`src/shared/lcs_consts.svh`:
```
`ifndef LCS_CONSTS_SVH
`define LCS_CONSTS_SVH

// Wishbone register byte offsets.
`define LCS_REG_CTRL      8'h00
`define LCS_REG_STATUS    8'h04
`define LCS_REG_SELECT    8'h08

// Control register field positions.
`define LCS_CTRL_SA_BIT   0
`define LCS_CTRL_MODE_LO  1
`define LCS_CTRL_MODE_HI  2
`define LCS_CTRL_BP_EN    3

// Select register field positions.
`define LCS_SEL_SUB_LO    0
`define LCS_SEL_SUB_HI    2
`define LCS_SEL_SA_BIT    3

// Reset values.
`define LCS_CTRL_RESET    4'h0
`define LCS_SEL_RESET     4'h0

// Display clock ticks held in one backplane phase.
`define LCS_PHASE_TICKS   8'h08

`endif

```
`src/shared/lcs_pkg.sv`:
```
package lcs_pkg;

  // Multiplex drive mode: static, 1:2, 1:3, 1:4.
  typedef enum logic [1:0] {
    LCS_MODE_STATIC,
    LCS_MODE_DUPLEX,
    LCS_MODE_TRIPLEX,
    LCS_MODE_QUAD
  } lcs_mode_t;

  // Open-drain sync pin drive: output level and output enable.
  typedef struct packed {
    logic out;
    logic oe;
  } lcs_sync_drv_t;

  // Command-stream address selection and data strobe.
  typedef struct packed {
    logic [2:0] sub;
    logic       sa;
    logic       data_vld;
  } lcs_cmd_t;

endpackage : lcs_pkg

```
`src/core/lcs_phase_gen.sv`:
```
`include "lcs_consts.svh"

// Backplane phase sequencer stepped by display clock ticks.
module lcs_phase_gen #(
  parameter logic [7:0] PHASE_TICKS = `LCS_PHASE_TICKS
) (
  // Clock and reset
  input  wire logic       clk_i,
  input  wire logic       sys_rst_i,
  // Control
  input  wire logic       tick_i,
  input  wire logic [1:0] last_phase_i,
  input  wire logic       realign_i,
  // Status
  output logic [1:0]      phase_o,
  output logic            phase_start_o
);

  logic [7:0] tick_cnt;

  // Realignment places the sequence one tick into the last phase, the point where the asserting unit is.
  always_ff @(posedge clk_i) begin
    if (sys_rst_i) begin
      tick_cnt      <= 8'h00;
      phase_o       <= 2'h0;
      phase_start_o <= 1'b0;
    end else if (realign_i) begin
      tick_cnt      <= 8'h01;
      phase_o       <= last_phase_i;
      phase_start_o <= 1'b0;
    end else if (tick_i) begin
      if (tick_cnt == PHASE_TICKS - 8'h01) begin
        tick_cnt      <= 8'h00;
        phase_o       <= (phase_o >= last_phase_i) ? 2'h0 : phase_o + 2'h1;
        phase_start_o <= 1'b1;
      end else begin
        tick_cnt      <= tick_cnt + 8'h01;
        phase_start_o <= 1'b0;
      end
    end else begin
      phase_start_o <= 1'b0;
    end
  end

endmodule : lcs_phase_gen

```
`src/core/lcs_cascade_sync.sv`:
```
`include "lcs_consts.svh"

// Notes on behaviour
// Up to sixteen units told apart by three strap pins plus one select bit.
// Unit index is select bit on top, strap pins below.
// Reset starts every unit at phase zero so the cascade begins aligned.
// Sync pin is open drain: only pulls low, otherwise released to pull-up.
// Pull sync during the last active backplane phase; sample it otherwise.
// Seeing sync pulled by another unit while out of step realigns our phase.
// Controller expects lost alignment when mixing select bits in multiplex mode.
// Exactly one unit supplies the display clock; the rest take it.
// With an external clock all units take it; keep skew equal.
// Only one unit's backplanes drive the display when synchronized.
// Display data accepted only while command address matches our address.
module lcs_cascade_sync
#(
  parameter logic [7:0] PHASE_TICKS = `LCS_PHASE_TICKS
) (
  // Clock and reset
  input  wire logic          clk_i,
  input  wire logic          sys_rst_i,
  // Wishbone slave
  input  wire logic          wb_cyc_i,
  input  wire logic          wb_stb_i,
  input  wire logic          wb_we_i,
  input  wire logic [7:0]    wb_adr_i,
  input  wire logic [31:0]   wb_dat_i,
  input  wire logic [3:0]    wb_sel_i,
  output logic [31:0]        wb_dat_o,
  output logic               wb_ack_o,
  // Straps
  input  wire logic          subaddr_pin_bit0_i,
  input  wire logic          subaddr_pin_bit1_i,
  input  wire logic          subaddr_pin_bit2_i,
  // Display clock tick, from the master unit or external source
  input  wire logic          disp_clk_tick_i,
  // Serial command address and data strobe
  input  wire lcs_pkg::lcs_cmd_t cmd_i,
  output logic               data_accept_o,
  // Cascade sync pin
  input  wire logic          sync_n_i,
  output lcs_pkg::lcs_sync_drv_t sync_o,
  // Backplane phase
  output logic [1:0]         bp_phase_o,
  output logic               bp_drive_en_o
);

  import lcs_pkg::*;

  logic [3:0] ctrl;
  logic [3:0] sel_reg;
  logic [2:0] subaddr;
  logic [3:0] dev_index;
  logic [3:0] cmd_index;
  logic [1:0] last_phase;
  logic [1:0] phase;
  logic       phase_start;
  logic       realign;
  logic       sync_prev;
  logic       out_of_step;
  logic       wb_req;
  logic       addr_match;

  lcs_mode_t  mode;

  assign mode       = lcs_mode_t'(ctrl[`LCS_CTRL_MODE_HI:`LCS_CTRL_MODE_LO]);
  assign last_phase = mode;
  assign wb_req     = wb_cyc_i & wb_stb_i & ~wb_ack_o;

  // Straps are sampled every cycle so a board change is picked up without a reset.
  always_ff @(posedge clk_i) begin
    if (sys_rst_i) begin
      subaddr <= 3'h0;
    end else begin
      subaddr <= {subaddr_pin_bit2_i, subaddr_pin_bit1_i, subaddr_pin_bit0_i};
    end
  end

  assign dev_index = {ctrl[`LCS_CTRL_SA_BIT], subaddr};
  assign cmd_index = {cmd_i.sa, cmd_i.sub};
  assign addr_match = (dev_index == cmd_index);

  always_ff @(posedge clk_i) begin
    if (sys_rst_i) begin
      data_accept_o <= 1'b0;
    end else begin
      data_accept_o <= cmd_i.data_vld & addr_match;
    end
  end

  // Register writes land on the acknowledging edge.
  always_ff @(posedge clk_i) begin
    if (sys_rst_i) begin
      ctrl    <= `LCS_CTRL_RESET;
      sel_reg <= `LCS_SEL_RESET;
    end else if (wb_req && wb_we_i && wb_sel_i[0]) begin
      if (wb_adr_i == `LCS_REG_CTRL) begin
        ctrl <= wb_dat_i[3:0];
      end else if (wb_adr_i == `LCS_REG_SELECT) begin
        sel_reg <= wb_dat_i[3:0];
      end
    end
  end

  always_ff @(posedge clk_i) begin
    if (sys_rst_i) begin
      wb_ack_o <= 1'b0;
      wb_dat_o <= 32'h0000_0000;
    end else begin
      wb_ack_o <= wb_req;
      if (wb_req && !wb_we_i) begin
        if (wb_adr_i == `LCS_REG_CTRL) begin
          wb_dat_o <= {28'h000_0000, ctrl};
        end else if (wb_adr_i == `LCS_REG_STATUS) begin
          wb_dat_o <= {24'h00_0000, 1'b0, out_of_step, phase, dev_index};
        end else if (wb_adr_i == `LCS_REG_SELECT) begin
          wb_dat_o <= {28'h000_0000, sel_reg};
        end else begin
          wb_dat_o <= 32'h0000_0000;
        end
      end
    end
  end

  // A falling sync edge seen outside our own last phase means another unit is ahead of us.
  assign out_of_step = (phase != last_phase);
  assign realign     = sync_prev & ~sync_n_i & out_of_step & ~sync_o.oe;

  // Starting at the released level keeps a false falling edge from following reset.
  always_ff @(posedge clk_i) begin
    if (sys_rst_i) begin
      sync_prev <= 1'b1;
    end else begin
      sync_prev <= sync_n_i;
    end
  end

  lcs_phase_gen #(
    .PHASE_TICKS (PHASE_TICKS)
  ) u_phase (
    .clk_i         (clk_i),
    .sys_rst_i     (sys_rst_i),
    .tick_i        (disp_clk_tick_i),
    .last_phase_i  (last_phase),
    .realign_i     (realign),
    .phase_o       (phase),
    .phase_start_o (phase_start)
  );

  // Pin only ever driven low; the released line is pulled high outside.
  always_ff @(posedge clk_i) begin
    if (sys_rst_i) begin
      sync_o.out <= 1'b0;
      sync_o.oe  <= 1'b0;
    end else begin
      sync_o.out <= 1'b0;
      sync_o.oe  <= (phase == last_phase) && !realign;
    end
  end

  always_ff @(posedge clk_i) begin
    if (sys_rst_i) begin
      bp_phase_o    <= 2'h0;
      bp_drive_en_o <= 1'b0;
    end else begin
      bp_phase_o    <= phase;
      bp_drive_en_o <= ctrl[`LCS_CTRL_BP_EN];
    end
  end
endmodule : lcs_cascade_sync

```
`config.mk`:
```
export PLATFORM = sky130hd
export DESIGN_NAME = lcs_cascade_sync
export DESIGN_NICKNAME = d
export VERILOG_FILES = /design/src/shared/lcs_pkg.sv /design/src/core/lcs_phase_gen.sv /design/src/core/lcs_cascade_sync.sv
export VERILOG_INCLUDE_DIRS = /design/src /design/src/shared
export SDC_FILE = /design/constraint.sdc
export NUM_CORES = 1
export LEC_CHECK = 0
export BUFFER_PORTS_ARGS = -buffer_cell sky130_fd_sc_hd__buf_4
export CAP_MARGIN = 25
export CELL_PAD_IN_SITES_DETAIL_PLACEMENT = 0
export CELL_PAD_IN_SITES_GLOBAL_PLACEMENT = 1
export CORE_MARGIN = 2
export CORE_UTILIZATION = 34
export DETAILED_ROUTE_END_ITERATION = 10
export GPL_ROUTABILITY_DRIVEN = 0
export GPL_TIMING_DRIVEN = 0
export PLACE_DENSITY_LB_ADDON = 0.1
export SETUP_SLACK_MARGIN = 0.5
export SKIP_CTS_REPAIR_TIMING = 1
export SYNTH_ARGS = -nofsm -noshare
export SYNTH_HDL_FRONTEND = slang
export SYNTH_HIERARCHICAL = 1
export SYNTH_SLANG_ARGS = --single-unit
```
`constraint.sdc`:
```
create_clock -name clk_i -period 3.4 [get_ports clk_i]
set_input_delay 0.51 -clock clk_i [delete_from_list [all_inputs] [get_ports clk_i]]
set_output_delay 0.51 -clock clk_i [all_outputs]
set_load 0.01 [all_outputs]
```
==> flow_summary_export.csv <==
group,metric,value,unit
cells_and_area,nets,326,
worst_setup_path,worstPathRequired,3.61,ns
floorplan,die-width,77.20,um
run,maxCapViolCount,0,
cells_and_area,fillers,519,
floorplan,core-area,0.005140,sq mm
worst_setup_path,end_kind,"flop",
worst_setup_path,startpoint_type,"flop",
worst_setup_path,cp_max_fo,6,
cells_and_area,utilization,0.4623,
routing,vias,1414,
global_routing,grt_max_degree,11,
cts,path_clk_slew,0.07,ns
floorplan,die_h,77.20,um
routing,postRouteAntennaNets,0,
logic_synthesis,syn_area,0.001822,sq mm
power_and_ir_drop,pwr-share-comb,0.127,
cells_and_area,layout_common_cells,"buf_4, dfxtp_1, conb_1, nor2_1, mux2i_1",
power_and_ir_drop,power_density,348.5,mW/mm^2
power_and_ir_drop,netSwitchingFraction,0.2349,
routing,vias_per_cell,4.234,
cells_and_area,n_antenna_cell,0,
floorplan,rows,26,
cells_and_area,areaGrowthSynthToFinish,30.43,%
cells_and_area,multi_input_area,943.4,sq um
global_routing,grt_pass1_vias,1349,
routing,wl_per_cell,10.91,um
worst_setup_path,critPathMaxStageDelay,0.45,ns
worst_setup_path,cp_cell_sequence,"xnor2_1 -> nand2_1 -> and3_1 -> or4_1 -> a211o_1 -> a31oi_1",
floorplan,dieArea,0.005960,sq mm
power_and_ir_drop,pwr-share-seq,0.508,
sta,slew_violations,0,
sta,finalSetupTns,0,ns
cts,clkLatencyLatePin,0.29,ns
sta,slew_headroom,0.6743,
worst_setup_path,worst_ep_arrival_time,2.11,ns
sta,timing_hold_violations_final,0,
cts,clock_sinks,35,
routing,drt_iter0_drc,34,
sta,fin_skew,0.007487,ns
logic_synthesis,syn_inst,194,
sta,worst_slew_pin_slew,0.4818,ns
floorplan,io_pins,98,
sta,clock.fmax,525.0,MHz
sta,final-setup-viol-count,0,
sta,rsz0062_at_grt,"no",
logic_synthesis,synth_area_per_cell,9.390,sq um
power_and_ir_drop,leakagePower,1.090,nW
outcome,status,"complete, no violations",
power_and_ir_drop,clkPwrFrac,0.365,
logic_synthesis,yosys_warnings,6,
worst_setup_path,cp_num_buf_inv,0,
routing,drc,0,
power_and_ir_drop,finalPower,828.0,uW
power_and_ir_drop,p_sw,194.5,uW
cells_and_area,fin_area,0.002376,sq mm
worst_setup_path,worstSetupPathType,"flop to flop",
power_and_ir_drop,ir_drop,0.1788,mV
worst_setup_path,crit_slowest_cell,"dfxtp_1",
cts,root_buffer,"clkbuf_8",
worst_hold_path,hold_class,"input port to flop",
cells_and_area,register_area,700.7,sq um
cts,numCtsBuffers,5,
cts,h-tree-depth,2,
floorplan,start_util,0.3544,
routing,firstDrtPassIters,4,
worst_setup_path,crit_family,"simple AND/OR/NAND/NOR gates",
cells_and_area,regMostFlops,"u_phase/tick_cnt",
routing,wirelength,3645,um
placed_design,port_buffers,38,
cells_and_area,final_common_cell,"buf_4",
global_routing,grt_usage,0.1270,
cells_and_area,layout-drive-gt1-share,0.3068,
placed_design,placed_area,0.002288,sq mm
cts,cts_tree,"yes",
global_routing,antenna_found_initial,0,
global_routing,grt_pass1_wl,5968,um
global_routing,grt_overflow,0,
cells_and_area,largestRegisters,"u_phase/tick_cnt (8), wb_dat_o (7)",
power_and_ir_drop,internal_power,633.5,uW
sta,finalCritPeriodShare,0.5602,
sta,finalCriticalPeriod,1.905,ns
cts,clock_path_buffers,2,
placed_design,dp_hpwl,2852,um
cells_and_area,largest_reg_flops,8,
==> power by group through the flow <==
stage | Clock (mW) | Combinational, mW | Sequential, mW
global route | 0.329 | 0.115 | 0.422
finish | 0.302 | 0.105 | 0.421
detailed placement | 0 | 0.104 | 0.430
floorplan | 0 | 0.0677 | 0.430
CTS | 0.315 | 0.105 | 0.421
global placement | 0 | 0.104 | 0.430
==> area by class of cell <==
| cell class | instances | area share |
|---|---|---|
| Inverter | 9 | 0.01422 |
| Buffer | 34 | 0.1001 |
| Tap cell | 70 | 0.03686 |
| Multi-Input combinational cell | 141 | 0.3971 |
| Clock inverter | 1 | 0.002106 |
| Clock buffer | 6 | 0.03476 |
| Sequential cell | 35 | 0.2949 |
| Timing Repair Buffer | 38 | 0.1201 |
==> worst paths after layout <==
kind	cells past startpoint	end	slack, ns	from
worst max-delay path	6	u_phase/phase_o[1]	1.50	ctrl[2]
worst min-delay path	2	sync_prev	0.42	sync_n_i
worst max register to register	6	u_phase/phase_o[1]	1.50	ctrl[2]
worst min register to register	2	wb_dat_o[5]	0.46	wb_dat_o[5]
==> through the flow <==
stage	cells	setup WS (ns)	hold slack (ns)
finish	334	1.495	0.4229
global placement	327	1.521	0.4428
detailed placement	327	1.559	0.4495
global route	334	1.397	0.4166
CTS	334	1.499	0.4175
floorplan	219	1.648	0.4353
==> per-layer routing <==
layer  routed length, um  vias up  track usage
li1                    -      750            -
met1                1617      620       0.1432
met2                1780       36       0.2191
met3                 174        8      0.03412
met4                  73        0      0.06429
met5                   0        -            0
(Power assumes the default switching activity.)
